===== config.mk =====
export PLATFORM = sky130hd
export DESIGN_NAME = tw_master
export DESIGN_NICKNAME = d
export VERILOG_FILES = /design/src/tw_pkg.sv /design/src/tw_sync2.sv /design/src/tw_clkdiv.sv /design/src/tw_master.sv
export VERILOG_INCLUDE_DIRS = /design/src /design/src/src
export SDC_FILE = /design/constraint.sdc
export NUM_CORES = 1
export LEC_CHECK = 0
export BUFFER_PORTS_ARGS = -buffer_cell sky130_fd_sc_hd__buf_2
export CAP_MARGIN = 20
export CORE_ASPECT_RATIO = 1.25
export CORE_MARGIN = 10
export CORE_UTILIZATION = 45
export DETAILED_ROUTE_END_ITERATION = 6
export HOLD_SLACK_MARGIN = 0.12
export SLEW_MARGIN = 5
export SYNTH_ARGS = -nofsm -noshare
export SYNTH_HDL_FRONTEND = slang
export SYNTH_SLANG_ARGS = --single-unit

===== constraint.sdc =====
create_clock -name clk_sys_i -period 5.2 [get_ports clk_sys_i]
set_clock_uncertainty 0.2 [all_clocks]
set_input_delay 0.26 -clock clk_sys_i [delete_from_list [all_inputs] [get_ports clk_sys_i]]
set_output_delay 0.26 -clock clk_sys_i [all_outputs]
set_load 0.005 [all_outputs]

===== src/tw_defines.svh =====
// Purpose: Offsets, field positions, reset values and timing counts of the two-wire master
// Assumes: Word-wide register port, byte offsets
// Notes:   Definitions only
`ifndef TW_DEFINES_SVH
`define TW_DEFINES_SVH

// Register byte offsets
`define TW_OFF_CONTROL    8'h00
`define TW_OFF_MODE       8'h04
`define TW_OFF_CLOCK      8'h10
`define TW_OFF_STATUS     8'h20
`define TW_OFF_IRQ_STAT   8'h24
`define TW_OFF_IRQ_MASK   8'h28
`define TW_OFF_RX_HOLD    8'h30
`define TW_OFF_TX_HOLD    8'h34

// Control register bit positions
`define TW_CTL_START      0
`define TW_CTL_STOP       1
`define TW_CTL_MSEN       2
`define TW_CTL_MASTER_DISABLE_BIT      3

// Mode register field positions
`define TW_MODE_READ      12
`define TW_MODE_ADDR_LO   16
`define TW_MODE_ADDR_HI   22

// Reset values
`define TW_FLAGS_RST      5'h05
`define TW_CLOCK_RST      19'h0_0000
`define TW_MASK_RST       5'h00

// Largest phase count the divider can hold
`define TW_PHASE_MAX      8191
`endif


===== src/tw_pkg.sv =====
// Purpose: Types shared by the two-wire master files
// Assumes: Nothing beyond SystemVerilog packages
// Notes:   Flag struct doubles as status and interrupt layout
package tw_pkg;

  // Status flags, bit 0 first from the right
  typedef struct packed {
    logic receive_overrun_flag;   // Bit 4
    logic nack_flag;              // Bit 3
    logic transmit_ready_flag;    // Bit 2
    logic receive_ready_flag;     // Bit 1
    logic transfer_complete_flag; // Bit 0
  } tw_flags_t;

  // Clock waveform fields
  typedef struct packed {
    logic [2:0] divider_exponent;    // Bits 18:16
    logic [7:0] high_period_divider; // Bits 15:8
    logic [7:0] low_period_divider;  // Bits 7:0
  } tw_clock_t;

  // Frame mode
  typedef struct packed {
    logic [6:0] dev_addr;  // Slave address
    logic       read_dir;  // High for a master read
  } tw_mode_t;

  // Bit engine states
  typedef enum logic [2:0] {
    ST_IDLE,
    ST_START,
    ST_LOW,
    ST_HIGH,
    ST_STOP_LOW,
    ST_STOP_HIGH,
    ST_STOP_END
  } tw_state_t;

endpackage


===== src/tw_sync2.sv =====
// Purpose: Two-flop synchroniser for the bus pins
// Assumes: Inputs asynchronous to clk_sys_i
// Notes:   First stage is read only by the second
`timescale 1ns/1ps
`default_nettype none
module tw_sync2 #(
  parameter int unsigned W = 2
) (
  input  wire logic         clk_sys_i,
  input  wire logic         rst_n_i,
  input  wire logic [W-1:0] async_i,
  output logic      [W-1:0] sync_o
);
  logic [W-1:0] meta;      // First stage
  logic [W-1:0] next_meta; // Next first stage
  logic [W-1:0] next_sync; // Next second stage

  // Idle bus level is high, so reset to ones
  always_comb begin
    next_meta = async_i;
    next_sync = meta;
  end

  always_ff @(posedge clk_sys_i) begin
    if (!rst_n_i) begin
      meta   <= '1;
      sync_o <= '1;
    end else begin
      meta   <= next_meta;
      sync_o <= next_sync;
    end
  end
endmodule
`default_nettype wire


===== src/tw_clkdiv.sv =====
// Purpose: Phase counter giving one tick per serial clock phase
// Assumes: len_i is at least one
// Notes:   Count holds while run_i is low, so a freeze resumes mid-phase
`timescale 1ns/1ps
`default_nettype none
module tw_clkdiv #(
  parameter int unsigned CNT_W = 13
) (
  input  wire logic             clk_sys_i,
  input  wire logic             rst_n_i,
  input  wire logic             run_i,
  input  wire logic             restart_i,
  input  wire logic [CNT_W-1:0] len_i,
  output logic                  tick_o
);
  logic [CNT_W-1:0] cnt;      // Cycles spent in this phase
  logic [CNT_W-1:0] next_cnt; // Next count

  // Tick on the last cycle of a phase; count clears for the next phase
  assign tick_o = run_i && (cnt == CNT_W'(len_i - 1'b1));

  always_comb begin
    next_cnt = cnt;
    if (restart_i) begin
      next_cnt = '0;
    end else if (tick_o) begin
      next_cnt = '0;
    end else if (run_i) begin
      next_cnt = CNT_W'(cnt + 1'b1);
    end
  end

  always_ff @(posedge clk_sys_i) begin
    if (!rst_n_i) begin
      cnt <= '0;
    end else begin
      cnt <= next_cnt;
    end
  end
endmodule
`default_nettype wire


===== src/tw_master.sv =====
// Purpose: Two-wire serial master with its register port and interrupt
// Assumes: Open-drain pins resolved outside; bus pins are asynchronous
// Notes:   Keeps the known quirks of the unit on purpose
// Behaviour
// Last byte after stop overwrites silently, no overrun
// Host keeps scaled dividers at or below 8191
// Master disable write freezes transfer at once
// Master disable leaves completion, transmit-ready flags alone
// Host finishes transfer, masks interrupts before disabling
// Status read during nack window loses nack
// Nack set with completion, status read clears it
// Host waits completion interrupt, no status polling
// Transmit byte end overwrites receive holding register
// That overwrite raises neither receive-ready nor overrun
// Host drains received byte before transmitting again
// Phases count master clocks, divider scaled by exponent
//
// Our own choices: the placing of the registers and the plain strobed port.
`include "tw_defines.svh"
`timescale 1ns/1ps
`default_nettype none
module tw_master #(
  parameter int unsigned CNT_W = 13
) (
  input  wire logic        clk_sys_i,
  input  wire logic        rst_n_i,
  input  wire logic [7:0]  addr_i,
  input  wire logic [31:0] wdata_i,
  input  wire logic        wr_i,
  input  wire logic        rd_i,
  output logic      [31:0] rdata_o,
  output logic             irq_o,
  input  wire logic        scl_i,
  input  wire logic        sda_i,
  output logic             scl_o,
  output logic             scl_oe_o,
  output logic             sda_o,
  output logic             sda_oe_o
);
  // Register state
  logic              master_en;     // Engine may run
  logic              stop_pend;     // Stop requested by software
  tw_pkg::tw_mode_t  mode;          // Address and direction
  tw_pkg::tw_clock_t clk_cfg;       // Divider settings
  logic [7:0]        tx_hold;       // Byte waiting to go out
  logic [7:0]        receive_holding_reg; // Last byte loaded
  tw_pkg::tw_flags_t flags;         // Status register content
  tw_pkg::tw_flags_t irq_stat;      // Sticky events
  tw_pkg::tw_flags_t irq_mask;      // Interrupt enables
  logic              next_master_en;
  logic              next_stop_pend;
  tw_pkg::tw_mode_t  next_mode;
  tw_pkg::tw_clock_t next_clk_cfg;
  logic [7:0]        next_tx_hold;
  logic [7:0]        next_rx_hold;
  tw_pkg::tw_flags_t next_flags;
  tw_pkg::tw_flags_t next_irq_stat;
  tw_pkg::tw_flags_t next_irq_mask;
  logic [31:0]       next_rdata;
  logic              next_irq;
  // Engine state
  tw_pkg::tw_state_t state;         // Bit engine state
  logic [8:0]        shreg;         // Outgoing bits, ack slot last
  logic [7:0]        rxsh;          // Sampled bits
  logic [3:0]        bitcnt;        // Bit within byte
  logic              is_addr;       // Address byte in flight
  logic              last;          // Read byte started after stop request
  logic              nack_pend;     // Nack seen, not yet reported
  tw_pkg::tw_state_t next_state;
  logic [8:0]        next_shreg;
  logic [7:0]        next_rxsh;
  logic [3:0]        next_bitcnt;
  logic              next_is_addr;
  logic              next_last;
  logic              next_nack_pend;
  logic              next_scl_oe;
  logic              next_sda_oe;
  // Engine events toward the registers
  logic              ev_start;      // Frame begins
  logic              ev_done;       // Stop finished
  logic              ev_take;       // Transmit byte consumed
  logic              ev_rd_byte;    // Read data byte ended
  logic              ev_wr_byte;    // Write data byte ended
  // Decoded accesses
  logic              wr_ctl;
  logic              start_wr;
  logic              master_disable_bit_wr;
  logic              rd_stat;
  logic              rd_rx;
  logic              wr_tx;
  logic              frozen;
  // Divider and pins
  logic [1:0]        pins_s;        // Synchronised scl, sda
  logic              scl_s;
  logic              sda_s;
  logic [CNT_W-1:0]  len_low;
  logic [CNT_W-1:0]  len_high;
  logic [CNT_W-1:0]  len_cur;
  logic              run;
  logic              tick;
  logic              restart;

  // Scaled phase length; truncation relies on the host keeping the limit
  function automatic logic [CNT_W-1:0] phase_len(input logic [7:0] div, input logic [2:0] expo);
    logic [14:0] scaled;
    scaled    = {7'h00, div} << expo;
    phase_len = (scaled[CNT_W-1:0] == '0) ? CNT_W'(1) : scaled[CNT_W-1:0];
  endfunction

  // Register address match, used by every write and clear-on-read decode; read data is selected by a case on addr_i
  function automatic logic hit(input logic [7:0] a, input logic [7:0] off);
    hit = (a == off);
  endfunction

  tw_sync2 #(.W(2)) u_sync (
    .clk_sys_i (clk_sys_i),
    .rst_n_i   (rst_n_i),
    .async_i   ({scl_i, sda_i}),
    .sync_o    (pins_s)
  );
  assign scl_s = pins_s[1];
  assign sda_s = pins_s[0];

  // Low and high phases from master clocks
  assign len_low  = phase_len(clk_cfg.low_period_divider, clk_cfg.divider_exponent);
  assign len_high = phase_len(clk_cfg.high_period_divider, clk_cfg.divider_exponent);
  assign len_cur  = (state == tw_pkg::ST_LOW || state == tw_pkg::ST_STOP_LOW) ? len_low : len_high;
  // Stall while a released clock is still held low by a slave
  assign run      = (state != tw_pkg::ST_IDLE) && !frozen && !(!scl_oe_o && !scl_s);

  tw_clkdiv #(.CNT_W(CNT_W)) u_div (
    .clk_sys_i (clk_sys_i),
    .rst_n_i   (rst_n_i),
    .run_i     (run),
    .restart_i (restart),
    .len_i     (len_cur),
    .tick_o    (tick)
  );

  // Access decode
  assign wr_ctl   = wr_i && hit(addr_i, `TW_OFF_CONTROL);
  assign start_wr = wr_ctl && wdata_i[`TW_CTL_START];
  assign master_disable_bit_wr = wr_ctl && wdata_i[`TW_CTL_MASTER_DISABLE_BIT];
  assign rd_stat  = rd_i && hit(addr_i, `TW_OFF_STATUS);
  assign rd_rx    = rd_i && hit(addr_i, `TW_OFF_RX_HOLD);
  assign wr_tx    = wr_i && hit(addr_i, `TW_OFF_TX_HOLD);
  // Freeze takes effect in the very cycle of the write
  assign frozen   = !master_en || master_disable_bit_wr;

  // Bit engine next state
  always_comb begin
    next_state     = state;
    next_shreg     = shreg;
    next_rxsh      = rxsh;
    next_bitcnt    = bitcnt;
    next_is_addr   = is_addr;
    next_last      = last;
    next_nack_pend = nack_pend;
    next_scl_oe    = scl_oe_o;
    next_sda_oe    = sda_oe_o;
    ev_start       = 1'b0;
    ev_done        = 1'b0;
    ev_take        = 1'b0;
    ev_rd_byte     = 1'b0;
    ev_wr_byte     = 1'b0;
    restart        = 1'b0;
    // A read in the window drops the pending nack
    if (rd_stat) begin
      next_nack_pend = 1'b0;
    end
    // Nothing moves while frozen; the frame is never finished
    if (!frozen) begin
      case (state)
        tw_pkg::ST_IDLE: begin
          if (start_wr) begin
            next_state     = tw_pkg::ST_START;
            next_sda_oe    = 1'b1;
            next_nack_pend = 1'b0;
            next_is_addr   = 1'b1;
            next_last      = 1'b0;
            next_bitcnt    = 4'h0;
            next_shreg     = {mode.dev_addr, mode.read_dir, 1'b1};
            restart        = 1'b1;
            ev_start       = 1'b1;
          end
        end
        tw_pkg::ST_START: begin
          if (tick) begin
            next_state  = tw_pkg::ST_LOW;
            next_scl_oe = 1'b1;
          end
        end
        tw_pkg::ST_LOW: begin
          // Data moves a cycle after the clock falls
          next_sda_oe = !shreg[8];
          if (tick) begin
            next_state  = tw_pkg::ST_HIGH;
            next_scl_oe = 1'b0;
          end
        end
        tw_pkg::ST_HIGH: begin
          if (tick) begin
            next_rxsh   = {rxsh[6:0], sda_s};
            next_shreg  = {shreg[7:0], 1'b1};
            next_bitcnt = 4'(bitcnt + 1'b1);
            next_scl_oe = 1'b1;
            next_state  = tw_pkg::ST_LOW;
            if (bitcnt == 4'h8) begin
              next_bitcnt  = 4'h0;
              next_is_addr = 1'b0;
              // Every data byte loads the holding register, direction ignored
              ev_rd_byte   = !is_addr && mode.read_dir;
              ev_wr_byte   = !is_addr && !mode.read_dir;
              if ((is_addr || !mode.read_dir) && sda_s) begin
                next_nack_pend = 1'b1;
                next_state     = tw_pkg::ST_STOP_LOW;
              end else if (mode.read_dir) begin
                if (!is_addr && last) begin
                  next_state = tw_pkg::ST_STOP_LOW;
                end else begin
                  // Ack every byte but the one after a stop request
                  next_shreg = {8'hFF, stop_pend};
                  next_last  = stop_pend;
                end
              end else if (!flags.transmit_ready_flag && !stop_pend) begin
                ev_take    = 1'b1;
                next_shreg = {tx_hold, 1'b1};
              end else begin
                next_state = tw_pkg::ST_STOP_LOW;
              end
            end
          end
        end
        tw_pkg::ST_STOP_LOW: begin
          next_sda_oe = 1'b1;
          if (tick) begin
            next_state  = tw_pkg::ST_STOP_HIGH;
            next_scl_oe = 1'b0;
          end
        end
        tw_pkg::ST_STOP_HIGH: begin
          if (tick) begin
            next_state  = tw_pkg::ST_STOP_END;
            next_sda_oe = 1'b0;
          end
        end
        tw_pkg::ST_STOP_END: begin
          if (tick) begin
            next_state = tw_pkg::ST_IDLE;
            ev_done    = 1'b1;
          end
        end
        default: begin
          next_state = tw_pkg::ST_IDLE;
        end
      endcase
    end
  end

  always_ff @(posedge clk_sys_i) begin
    if (!rst_n_i) begin
      state     <= tw_pkg::ST_IDLE;
      shreg     <= 9'h1FF;
      rxsh      <= 8'h00;
      bitcnt    <= 4'h0;
      is_addr   <= 1'b0;
      last      <= 1'b0;
      nack_pend <= 1'b0;
      scl_oe_o  <= 1'b0;
      sda_oe_o  <= 1'b0;
      scl_o     <= 1'b0;
      sda_o     <= 1'b0;
    end else begin
      state     <= next_state;
      shreg     <= next_shreg;
      rxsh      <= next_rxsh;
      bitcnt    <= next_bitcnt;
      is_addr   <= next_is_addr;
      last      <= next_last;
      nack_pend <= next_nack_pend;
      scl_oe_o  <= next_scl_oe;
      sda_oe_o  <= next_sda_oe;
      scl_o     <= 1'b0;
      sda_o     <= 1'b0;
    end
  end

  // Registers, flags and interrupt next values
  always_comb begin
    next_master_en = master_en;
    next_stop_pend = stop_pend;
    next_mode      = mode;
    next_clk_cfg   = clk_cfg;
    next_tx_hold   = tx_hold;
    next_rx_hold   = receive_holding_reg;
    next_flags     = flags;
    next_irq_stat  = irq_stat;
    next_irq_mask  = irq_mask;
    next_rdata     = 32'h0000_0000;
    // Software side: writes, clears on read
    if (wr_ctl && wdata_i[`TW_CTL_MSEN]) begin
      next_master_en = 1'b1;
    end
    // Disable touches no status flag
    if (master_disable_bit_wr) begin
      next_master_en = 1'b0;
    end
    if (wr_ctl && wdata_i[`TW_CTL_STOP]) begin
      next_stop_pend = 1'b1;
    end
    if (wr_i && hit(addr_i, `TW_OFF_MODE)) begin
      next_mode = {wdata_i[`TW_MODE_ADDR_HI:`TW_MODE_ADDR_LO], wdata_i[`TW_MODE_READ]};
    end
    if (wr_i && hit(addr_i, `TW_OFF_CLOCK)) begin
      next_clk_cfg = wdata_i[18:0];
    end
    if (wr_i && hit(addr_i, `TW_OFF_IRQ_MASK)) begin
      next_irq_mask = wdata_i[4:0];
    end
    if (wr_tx) begin
      next_tx_hold                   = wdata_i[7:0];
      next_flags.transmit_ready_flag = 1'b0;
    end
    if (rd_rx) begin
      next_flags.receive_ready_flag = 1'b0;
    end
    // Status read clears nack and overrun
    if (rd_stat) begin
      next_flags.nack_flag            = 1'b0;
      next_flags.receive_overrun_flag = 1'b0;
    end
    // Hardware side: sets win over the clears above
    if (ev_start) begin
      next_flags.transfer_complete_flag = 1'b0;
    end
    if (ev_take) begin
      next_flags.transmit_ready_flag = 1'b1;
    end
    // Completion and nack rise together
    if (ev_done) begin
      next_flags.transfer_complete_flag = 1'b1;
      next_flags.nack_flag              = next_flags.nack_flag || nack_pend;
      next_stop_pend                    = 1'b0;
    end
    // Transmit byte overwrites the holding register, no receive flag moves
    if (ev_wr_byte || ev_rd_byte) begin
      next_rx_hold = rxsh;
    end
    if (ev_rd_byte) begin
      next_flags.receive_ready_flag = 1'b1;
      // The byte after a stop request never reports the loss
      if (flags.receive_ready_flag && !rd_rx && !last) begin
        next_flags.receive_overrun_flag = 1'b1;
      end
    end
    // Sticky events: write one to clear, new rise wins
    if (wr_i && hit(addr_i, `TW_OFF_IRQ_STAT)) begin
      next_irq_stat = irq_stat & ~wdata_i[4:0];
    end
    next_irq_stat = next_irq_stat | (next_flags & ~flags);
    next_irq      = |(next_irq_stat & next_irq_mask);
    // Read data, shown in the cycle after the strobe only
    if (rd_i) begin
      case (addr_i)
        `TW_OFF_MODE:     next_rdata = {9'h000, mode.dev_addr, 3'h0, mode.read_dir, 12'h000};
        `TW_OFF_CLOCK:    next_rdata = {13'h0000, clk_cfg};
        `TW_OFF_STATUS:   next_rdata = {27'h000_0000, flags};
        `TW_OFF_IRQ_STAT: next_rdata = {27'h000_0000, irq_stat};
        `TW_OFF_IRQ_MASK: next_rdata = {27'h000_0000, irq_mask};
        `TW_OFF_RX_HOLD:  next_rdata = {24'h00_0000, receive_holding_reg};
        default:          next_rdata = 32'h0000_0000;
      endcase
    end
  end

  always_ff @(posedge clk_sys_i) begin
    if (!rst_n_i) begin
      master_en           <= 1'b0;
      stop_pend           <= 1'b0;
      mode                <= '0;
      clk_cfg             <= `TW_CLOCK_RST;
      tx_hold             <= 8'h00;
      receive_holding_reg <= 8'h00;
      flags               <= `TW_FLAGS_RST;
      irq_stat            <= '0;
      irq_mask            <= `TW_MASK_RST;
      rdata_o             <= 32'h0000_0000;
      irq_o               <= 1'b0;
    end else begin
      master_en           <= next_master_en;
      stop_pend           <= next_stop_pend;
      mode                <= next_mode;
      clk_cfg             <= next_clk_cfg;
      tx_hold             <= next_tx_hold;
      receive_holding_reg <= next_rx_hold;
      flags               <= next_flags;
      irq_stat            <= next_irq_stat;
      irq_mask            <= next_irq_mask;
      rdata_o             <= next_rdata;
      irq_o               <= next_irq;
    end
  end

  // Helper: running cycles spent in the current low phase
  logic [CNT_W-1:0] lo_cyc;
  always_ff @(posedge clk_sys_i) begin
    if (!rst_n_i || state != tw_pkg::ST_LOW) begin
      lo_cyc <= '0;
    end else if (run && !tick) begin
      lo_cyc <= CNT_W'(lo_cyc + 1'b1);
    end
  end

  property p_nack_with_done;
    @(posedge clk_sys_i) disable iff (!rst_n_i)
    $rose(flags.nack_flag) |-> $rose(flags.transfer_complete_flag);
  endproperty
  a_nack_with_done: assert property (p_nack_with_done) else $error("nack rose alone");

  property p_nack_read_clear;
    @(posedge clk_sys_i) disable iff (!rst_n_i)
    (rd_stat && !ev_done) |=> !flags.nack_flag;
  endproperty
  a_nack_read_clear: assert property (p_nack_read_clear) else $error("nack survived read");

  property p_nack_lost;
    @(posedge clk_sys_i) disable iff (!rst_n_i)
    (rd_stat && nack_pend && state != tw_pkg::ST_IDLE && !ev_done) |=> !nack_pend ##0 !$rose(flags.nack_flag);
  endproperty
  a_nack_lost: assert property (p_nack_lost) else $error("nack kept after window read");

  property p_freeze;
    @(posedge clk_sys_i) disable iff (!rst_n_i)
    master_disable_bit_wr |=> ($stable(state) && $stable(scl_oe_o) && $stable(bitcnt));
  endproperty
  a_freeze: assert property (p_freeze) else $error("engine moved after disable");

  property p_disable_flags;
    @(posedge clk_sys_i) disable iff (!rst_n_i)
    (master_disable_bit_wr && !wr_tx) |=> ($stable(flags.transfer_complete_flag) && $stable(flags.transmit_ready_flag));
  endproperty
  a_disable_flags: assert property (p_disable_flags) else $error("disable changed flags");

  property p_tx_corrupts;
    @(posedge clk_sys_i) disable iff (!rst_n_i)
    ev_wr_byte |=> (receive_holding_reg == $past(rxsh)) && !$rose(flags.receive_ready_flag);
  endproperty
  a_tx_corrupts: assert property (p_tx_corrupts) else $error("holding register not overwritten");

  property p_tx_no_flags;
    @(posedge clk_sys_i) disable iff (!rst_n_i)
    (ev_wr_byte && !rd_rx) |=> !$rose(flags.receive_overrun_flag) && !$rose(irq_stat.receive_ready_flag);
  endproperty
  a_tx_no_flags: assert property (p_tx_no_flags) else $error("flag raised on tx overwrite");

  property p_last_no_overrun;
    @(posedge clk_sys_i) disable iff (!rst_n_i)
    (ev_rd_byte && last) |=> !$rose(flags.receive_overrun_flag);
  endproperty
  a_last_no_overrun: assert property (p_last_no_overrun) else $error("overrun on last byte");

  property p_overrun_normal;
    @(posedge clk_sys_i) disable iff (!rst_n_i)
    (ev_rd_byte && !last && flags.receive_ready_flag && !rd_rx) |=> flags.receive_overrun_flag;
  endproperty
  a_overrun_normal: assert property (p_overrun_normal) else $error("overrun missed");

  property p_low_len;
    @(posedge clk_sys_i) disable iff (!rst_n_i)
    (state == tw_pkg::ST_LOW && tick) |-> (lo_cyc == CNT_W'(len_low - 1'b1));
  endproperty
  a_low_len: assert property (p_low_len) else $error("low phase length wrong");

  c_write_done: cover property (@(posedge clk_sys_i) disable iff (!rst_n_i) ev_done && !mode.read_dir);
  c_read_done: cover property (@(posedge clk_sys_i) disable iff (!rst_n_i) ev_done && mode.read_dir);
  c_nack: cover property (@(posedge clk_sys_i) disable iff (!rst_n_i) $rose(flags.nack_flag));
  c_freeze: cover property (@(posedge clk_sys_i) disable iff (!rst_n_i) master_disable_bit_wr && state != tw_pkg::ST_IDLE);
endmodule
`default_nettype wire


After elaboration in Yosys (flattened, before gate mapping):

Cells that the tools add are included.

* register bits: 139
* bits in latches: 0
* bits in writable memories: 0
* memory bits (read-only): 0
* input bits: 46
* memories kept: 0

* add/sub/neg operators: 3
* multipliers: 0
* divide/modulo/power cells: 0
* magnitude comparators: 0
* equality and inequality tests: 28
* shift operators: 2
* mux-type cells: 84
* bitwise operators: 8
* reductions and logical operators: 62

Operator list (number)
* case mux 23 bit (6 select lines): 1
* 2-to-1 mux 9 bit: 7
* 2-to-1 mux 1 bit: 47
* == test 8 x 6 -> 1 bit (second input constant): 5
* 2-to-1 mux 13 bit: 3
* 2-to-1 mux 3 bit: 12
* logical NOT 13 bit: 2
* left shift 8 x 3 -> 13 bit: 2
* logical AND 1 bit: 23
* inequality test 2 bit (second input constant): 11
* case mux 3 bit (7 select lines): 1
* case mux 9 bit (2 select lines): 1
* AND reduction 8 bit: 2
* AND 5 bit: 3
* adder 13 x 1 -> 13 bit (second input constant): 1
* == test 13 bit: 1
* subtractor 13 x 1 -> 13 bit (second input constant): 1
* logical NOT 1 bit: 12
* 2-to-1 mux 4 bit: 3
* AND reduction 4 bit: 3
* 2-to-1 mux 5 bit: 2
* inverter 5 bit: 2
* == test 3 bit (second input constant): 3
* == test 8 x 3 -> 1 bit (second input constant): 1
* other kinds (24): 38

Depth between registers and ports, before layout:

Gate-level depths: netlist of run 1.

* depth in word-level cells: 16
* gate-level depth with buffers: 20
* mapped depth without buffers: 15

Hierarchy:

Synthesis of run 1 repeated with hierarchy kept, for this count alone.

* cells, all modules: 808
* area total of the unflattened synthesis: 6917.9 um^2

Modules (own cells, without submodules)
* tw_master: times used 1, cells an instance 666, area an instance 5743.0 um^2, sequential area each 2262.2 um^2
* tw_clkdiv: times used 1, cells an instance 134, area an instance 1069.8 um^2, sequential area each 260.2 um^2
* tw_sync2: times used 1, cells an instance 8, area an instance 105.1 um^2, sequential area each 80.1 um^2

Worst setup path before layout of run 1:

OpenSTA, ideal clock, no wires.

* path kind: register to register
* from: reg clk_cfg[16] in the netlist's numbering
* to: reg shreg[7]
* library setup time: 0.121 ns
* data arrival time: 3.916 ns
* setup slack: 0.963 ns
* stages on the path, launching flop included: 19
* path buffers: 5
* cells stage by stage: dfxtp_1 buf_6 buf_6 buf_2 buf_4 a21o_1 a2bb2oi_1 o41ai_1 and2_1 inv_1 ha_1 nand3b_1 a21boi_0 a2111oi_2 o22ai_1 a2111oi_0 a21o_2 buf_6 mux2_2

* longest elaborated chain between the ends: 9

Ends and longest elaborated chain
* start, declared: RTL line tw_master.sv:44 `tw_pkg::tw_clock_t clk_cfg;`
* start signal, assigned: RTL line tw_master.sv:381 `` clk_cfg <= `TW_CLOCK_RST; ``
* start signal, assigned: RTL line tw_master.sv:393 `clk_cfg <= next_clk_cfg;`
* left shift 8 x 3 -> 13 bit: RTL line tw_master.sv:106 `scaled = {7'h00, div} << expo;`
* logical NOT 13 bit: RTL line tw_master.sv:107 `phase_len = (scaled[CNT_W-1:0] == '0) ? CNT_W'(1) : scaled[CNT_W-1:0];`
* 2-to-1 mux 13 bit: RTL line tw_master.sv:107
* 2-to-1 mux 13 bit (*): RTL line tw_master.sv:127 `assign len_cur = (state == tw_pkg::ST_LOW || state == tw_pkg::ST_STOP_LOW) ? len_low : len_high;`
* subtractor 13 x 1 -> 13 bit (*): RTL line tw_clkdiv.sv:20 `assign tick_o = run_i && (cnt == CNT_W'(len_i - 1'b1));`
* == test 13 bit (*): RTL line tw_clkdiv.sv:20
* logical AND 1 bit (*): RTL line tw_clkdiv.sv:20
* inequality test 2 bit (no line) (*)
* AND reduction 4 bit (no line) (*)
* end signal, assigned: RTL line tw_master.sv:275 `shreg <= next_shreg;`
* end, declared: RTL line tw_master.sv:63 `logic [8:0] shreg;`

Every way passes the cells marked *; elsewhere a longest branch is shown, timed or not.
A chain may end at the register's enable or synchronous reset.

Final worst setup path of run 1:

* from: reg clk_cfg[17] in the netlist's numbering
* to: reg flags[4] in the netlist's numbering

* longest elaborated chain between the ends: 11

Ends and longest elaborated chain
* left shift 8 x 3 -> 13 bit: RTL line tw_master.sv:106
* logical NOT 13 bit: RTL line tw_master.sv:107
* 2-to-1 mux 13 bit: RTL line tw_master.sv:107
* 2-to-1 mux 13 bit (*): RTL line tw_master.sv:127
* subtractor 13 x 1 -> 13 bit (*): RTL line tw_clkdiv.sv:20
* == test 13 bit (*): RTL line tw_clkdiv.sv:20
* logical AND 1 bit (*): RTL line tw_clkdiv.sv:20
* 2-to-1 mux 1 bit (*): RTL line tw_master.sv:202 `if (tick) begin`
* 2-to-1 mux 1 bit (*): RTL line tw_master.sv:173 `case (state)`
* 2-to-1 mux 1 bit (*): RTL line tw_master.sv:172 `if (!frozen) begin`
* 2-to-1 mux 1 bit (*): RTL line tw_master.sv:349 `if (ev_rd_byte) begin`
* end signal, assigned: RTL line tw_master.sv:384 `` flags <= `TW_FLAGS_RST; ``
* end signal, assigned: RTL line tw_master.sv:396 `flags <= next_flags;`
* end, declared: RTL line tw_master.sv:47 `tw_pkg::tw_flags_t flags;`

Marks and branches as above.

==> results.ini, run 1 <==
[power]
power_frac_comb=0.058
power_density_mw_per_mm2=267
pwr-share-seq=0.440
power.leakage_uw=0.00321
clkPwrFrac=0.502
totalPowerFinal_uw=2280
p_sw_frac=0.239
ir_drop_uv=198
intPower_uw=1730
switching_power_uw=544

[timing]
finalSetupViolCount=0
finalSetupTns_ns=0
final-max-slew-violation-count=0
rsz0062_at_grt=no
fmax_mhz=209
relSlewSlack=0.371
worst_pin_slew_ns=0.939
period_needed_ns=4.79
fin_crit_sh=0.921
final-hold-violation-count=0

[finish]
fin_area_sq_mm=0.00852
diodes=0
layout.cells.most_common=nand2_1
layout.nets=995
drive_gt1_frac=0.167
layout_common_cells=nand2_1 (143), dfxtp_1 (130), nor2_1 (78), buf_2 (62)
reg.largest.list=rdata_o: 23 flops, clk_cfg: 19 flops, u_div.cnt: 13 flops
regMostFlops=rdata_o
largest_register_ffs=23
area.growth.synth_to_final_pct=18.3

[hold_path]
hp-class=in -> reg
hold_depth=3

[placement]
hpwl_mm=14.9
finalWeightedCongestion=0.893
postPlaceCellArea_sq_mm=0.00766
io_buffers=62

[routing]
first_pass_iters=7
viasPerCell=5.65
drc=0
wirelength_mm=20.7
vias=6603
drtIter0Drc=609
ant_nets=0
post_drt_wl_per_cell_um=17.7

[critical_path]
worst_ep_required_time_ns=5.33
crit_arrival_ns=4.92
cp-end-kind=register
ff2ff_path_depth=16
cp_max_fo=13
crit_type=reg -> reg
cp-start-kind=register

[floorplanning]
dieArea_sq_mm=0.0215
die_w_um=133
die_y_um=161
start_util=0.460
rows=51
io_pins=83
core_sq_mm=0.0156

[clock_tree]
cts_htree_levels=4
numCtsBuffers=17
clock_latency_ns=0.43
cts.reportedPaths.clkPinSlew_ns=0.06
cts_resized=0
clockBufferDepth=2
holdBufCountCts=29
post_cts_buffers=0
cts_sinks=130
clock-root-buffer=clkbuf_16
cts_tree=done

[grt]
antenna_found_initial=0
grt_usage=0.193
grt_overflow=0
grt_pass1_wl_mm=34.0
grt_max_degree=61
grt_pass1_vias=6554

[synthesis]
ys_seq_area_frac=0.362
synth_area_sq_mm=0.00720
synthArstFlopShare=0
synth-edff-count=0
yosysWarnings=0
syn_inst=866
ys_ff_latch=130
synthFlopType=dfxtp_1
synthDistinctLibCells=80
syn_area_per_cell_sq_um=8.31

[job]
cap_violations=0

[outcome]
status=finished, final reports clean

synth_stat cells, types with 6 or more instances:
library cell / instances / share of area
a21boi_0: 7 / 0.0073
clkbuf_1: 35 / 0.018
nor2b_1: 7 / 0.0061
and3_1: 9 / 0.0078
xnor2_1: 15 / 0.018
o21ai_0: 24 / 0.017
mux4_2: 10 / 0.031
or2_2: 6 / 0.0052
inv_1: 17 / 0.0089
buf_1: 6 / 0.0031
nor2_1: 78 / 0.041
nand2b_1: 15 / 0.013
buf_4: 17 / 0.018
o211ai_1: 6 / 0.0063
and2_1: 16 / 0.014
a21oi_1: 51 / 0.035
nor3_1: 12 / 0.0083
nand2_1: 143 / 0.075
mux2i_1: 51 / 0.071
o22ai_1: 15 / 0.013
dfxtp_1: 130 / 0.36
nand4_1: 10 / 0.0087
a2111oi_0: 6 / 0.0073
xor2_1: 12 / 0.015
nand3_1: 38 / 0.026
mux2_2: 14 / 0.022
a22oi_1: 6 / 0.0063
kinds of logic (layout without fill, tap and decap cells):
logic type / Yosys count / count (layout) / share of synthesized area
simple gates: 368 / 368 / 0.243
fa+ha+maj: 4 / 4 / 0.00695
buf+inv: 85 / 166 / 0.0581
flops: 130 / 130 / 0.362
xor+xnor: 28 / 28 / 0.0351
compound gates: 172 / 172 / 0.166
other cells: 1 / 11 / 0.000521
mux: 78 / 78 / 0.129
critical path, cell delays in order (launching register included):
cell	delay [ns]
dfxtp_1	0.67
mux2_2	0.40
a22oi_1	0.33
nand4b_1	0.13
o21ai_0	0.22
and2_1	0.25
inv_1	0.06
ha_1	0.24
nand3b_1	0.16
a21boi_0	0.13
a2111oi_2	0.43
o22ai_1	0.26
buf_4	0.21
a2111oi_4	0.28
buf_4	0.30
nand2_1	0.16
o41ai_1	0.25
power groups by stage:
stage / Clock (uW) / Sequential, uW / Combinational [uW]
2_1_floorplan: 0 / 1020 / 75.3
3_3_place_gp: 0 / 1020 / 114
3_5_place_dp: 0 / 1020 / 114
4_1_cts: 1160 / 1000 / 131
5_1_grt: 1200 / 1000 / 144
6_report: 1140 / 1000 / 133
per-layer routing:
metal | GRT usage | vias to the layer above | part of all wire
met5 | 0 | - | 0
met4 | 0.0917 | 0 | 0.037
met3 | 0.0444 | 48 | 0.048
met2 | 0.321 | 202 | 0.49
met1 | 0.231 | 3130 | 0.43
li1 | - | 3223 | -
path summary, 6_finish.rpt:
check	startpoint	end	slack, ns
setup reg to reg	clk_cfg[17]	flags[4]	0.41
setup / recovery	clk_cfg[17]	flags[4]	0.41
hold / removal	rst_n_i	rxsh[6]	0.15
hold reg to reg	u_sync.meta[1]	u_sync.sync_o[1]	0.20
metrics by stage:
step           instances  hold WS [ns]  setup WS, ns   util
2_1_floorplan        876         0.161         0.963      -
3_3_place_gp        1109         0.190         0.517  0.490
3_5_place_dp        1109         0.193         0.472  0.490
4_1_cts             1169         0.126         0.438  0.545
5_1_grt             1169         0.177        0.0354  0.545
6_report            1169         0.146         0.412  0.545
layout make-up:
type,instances,area (sq um)
clock buffers,20,457
flip-flops and latches,130,2600
multi-input cells,661,4210
inverters,19,71.3
clock inverters,11,105
well taps,212,265
repair buffers,116,801
fillers,1513,7120
(Power assumes the default switching activity.)
==> run 2, diff against run 1 <==
--- a/config.mk
+++ b/config.mk
@@ -13,6 +13,7 @@
 export CORE_UTILIZATION = 45
 export DETAILED_ROUTE_END_ITERATION = 6
 export HOLD_SLACK_MARGIN = 0.12
+export PLACE_DENSITY = 0.67
 export SLEW_MARGIN = 5
 export SYNTH_ARGS = -nofsm -noshare
 export SYNTH_HDL_FRONTEND = slang
==> constraint.sdc (replaced) <==
create_clock -name clk_sys_i -period 4.16 [get_ports clk_sys_i]
set_clock_uncertainty 0.2 [all_clocks]
set_input_delay 0.208 -clock clk_sys_i [delete_from_list [all_inputs] [get_ports clk_sys_i]]
set_output_delay 0.208 -clock clk_sys_i [all_outputs]
set_load 0.005 [all_outputs]
==> run 2 against run 1 <==
  * Global-route usage about the same
  * Highest routed layer unchanged
  * Design area increased by 8.3%
  * Critical path type unchanged
  * Critical endpoint is now shreg[6]
  * Sequential share of layout area decreased by 2.3 points
  * Combinational power increased by 35%
  * Wire length increased by 5.4%
==> results.ini, run 2 (synthesized netlist as in run 1, its figures left out) <==
[power]
p_sw_frac=0.251  ; was 0.239
power.leakage_uw=0.00357  ; was 0.00321 uW
clkPwrFrac=0.508  ; was 0.502
pwr-share-seq=0.430  ; was 0.440
power_frac_comb=0.062  ; was 0.058
ir_drop_uv=274  ; was 198 uV
intPower_uw=2180  ; was 1730 uW
power_density_mw_per_mm2=315  ; was 267 mW/mm^2
switching_power_uw=729  ; was 544 uW

[clock_tree]
clock_latency_ns=0.43  ; about the same
cts.reportedPaths.clkPinSlew_ns=0.06  ; about the same
cts_htree_levels=4  ; unchanged
clockBufferDepth=2  ; unchanged
clock-root-buffer=clkbuf_16  ; unchanged
numCtsBuffers=17  ; unchanged
cts_tree=done  ; unchanged
cts_sinks=130  ; unchanged

[placement]
hpwl_mm=15.3  ; was 14.9 mm
finalWeightedCongestion=0.931  ; was 0.893
io_buffers=62  ; unchanged
place_ws_ns=-0.0640  ; was 0.472 ns

[finish]
fillCellCount=1372  ; was 1513
drive_gt1_frac=0.233  ; was 0.167
regMostFlops=rdata_o  ; unchanged
layout.cells.most_common=nand2_1  ; unchanged
area.growth.synth_to_final_pct=28.2  ; was 18.3%
largest_register_ffs=23  ; unchanged
diodes=0  ; unchanged
reg.largest.list=rdata_o: 23 flops, clk_cfg: 19 flops, u_div.cnt: 13 flops  ; unchanged
layout.nets=1053  ; was 995
layout_common_cells=nand2_1 (143), dfxtp_1 (128), nor2_1 (77), buf_4 (69), buf_2 (62)  ; was nand2_1 (143), dfxtp_1 (130), nor2_1 (78), buf_2 (62)

[grt]
grt_usage=0.194  ; was 0.193
grt_max_degree=47  ; was 61
grt_pass1_wl_mm=33.9  ; was 34.0 mm
grt_overflow=0  ; unchanged
antenna_found_initial=0  ; unchanged
grt_pass1_vias=6601  ; was 6554

[routing]
vias=7070  ; was 6603
ant_nets=0  ; unchanged
drtIter0Drc=649  ; was 609
post_drt_wl_per_cell_um=17.8  ; was 17.7 um
first_pass_iters=5  ; was 7
wirelength_mm=21.8  ; was 20.7 mm
drc=0  ; unchanged
viasPerCell=5.76  ; was 5.65

[floorplanning]
die_w_um=133  ; unchanged
io_pins=83  ; unchanged
start_util=0.460  ; unchanged
rows=51  ; unchanged
core_sq_mm=0.0156  ; unchanged
dieArea_sq_mm=0.0215  ; unchanged
die_y_um=161  ; unchanged

[critical_path]
crit_type=reg -> reg  ; unchanged
cp_top_family=compound AO/OA/AOI/OAI gates  ; unchanged
worst_path_largest_cell_delay_ns=0.54  ; was 0.67 ns
cp_max_fo=5  ; was 13
crit_arrival_ns=4.09  ; was 4.92 ns
critPathBufInv=2  ; was 3
worst_ep_required_time_ns=4.28  ; was 5.33 ns
path_cells=buf_12 -> mux4_2 -> nor2_2 -> o2111ai_2 -> o21ai_2 -> and2_4 -> inv_2 -> ha_4 -> nand3b_1 -> a21boi_0 -> a2111oi_4 -> o22ai_4 -> a2111oi_4 -> a21o_1 -> mux2_1  ; was mux2_2 -> a22oi_1 -> nand4b_1 -> o21ai_0 -> and2_1 -> inv_1 -> ha_1 -> nand3b_1 -> a21boi_0 -> a2111oi_2 -> o22ai_1 -> buf_4 -> a2111oi_4 -> buf_4 -> nand2_1 -> o41ai_1
crit_top_cell=a2111oi_4  ; was buf_4
slowest_stage=mux4_2  ; was dfxtp_1
cp-end-kind=register  ; unchanged
cp-start-kind=register  ; unchanged

[timing]
fin_crit_sh=0.956  ; was 0.921
final-hold-violation-count=0  ; unchanged
worst_pin_slew_ns=1.07  ; was 0.939 ns
finalSetupViolCount=0  ; unchanged
relSlewSlack=0.285  ; was 0.371
fin_ws_ns=0.185  ; was 0.412 ns
whs_ns=0.166  ; was 0.146 ns
fmax_mhz=252  ; was 209 MHz
final-max-slew-violation-count=0  ; unchanged
period_needed_ns=3.98  ; was 4.79 ns

[job]
cap_violations=0  ; unchanged

[outcome]
status=finished, final reports clean  ; unchanged

[hold_path]
hp-class=in -> reg  ; unchanged

## run 2: worst register-to-register path, delay by kind of cell, from the launching register on
kind,cells,cell delay [ns]
simple gates,3,0.43
compound gates,7,1.63
flops,1,0.39
fa+ha+maj,1,0.16
mux,2,0.88
buf+inv,2,0.17
## run 2: final cells by class
| cell class | count | area (sq um) | share of cell area |
|---|---|---|---|
| Timing Repair Buffer | 173 | 1340 | 0.145 |
| Tap cell | 212 | 265 | 0.0287 |
| Multi-Input combinational cell | 662 | 4360 | 0.472 |
| Inverter | 19 | 71.3 | 0.00773 |
| Clock inverter | 14 | 146 | 0.0159 |
| Sequential cell | 130 | 2610 | 0.283 |
| Clock buffer | 18 | 439 | 0.0476 |
## run 2: final timing paths
| check | from | end | slack [ns] | depth (start not counted) |
|---|---|---|---|---|
| hold / removal | addr_i[2] | irq_mask[3] | 0.17 | 5 |
| setup / recovery | clk_cfg[17] | shreg[6] | 0.18 | 15 |
| hold reg to reg | u_sync.meta[1] | u_sync.sync_o[1] | 0.21 | 1 |
| setup reg to reg | clk_cfg[17] | shreg[6] | 0.18 | 15 |
## run 2: metal layers
layer,share of wire,global-route usage
met1,0.41,0.230
met2,0.50,0.328
met3,0.063,0.0466
met4,0.027,0.0793
met5,0,0
## run 2: power groups by stage
stage	Clock (uW)	Combinational [uW]	Sequential (uW)
after floorplan	0	94.5	1280
after global placement	0	150	1280
after detailed placement	0	149	1280
after CTS	1490	172	1250
after global routing	1550	194	1250
final	1480	179	1250
## run 2: timing repair
action	4_1_cts	5_1_grt
endpoints found under the setup margin	29	61
pin swaps	1	12
setup buffers	0	10
hold buffers	30	0
cloned	1	3
endpoints found under the hold margin	63	0
gates resized for setup	6	28
## run 2: stage by stage
stage               instance area [sq um]  total power [uW]  cells  utilization  setup TNS (ns)
floorplan                            7260              1370    876            -               0
detailed placement                   8040              1430   1152        0.514          -0.194
global route                         9230              2990   1228        0.590        -0.00569
CTS                                  8950              2920   1215        0.573               0
global placement                     8040              1430   1152        0.514        -0.00597
finish                               9230              2910   1228        0.590               0
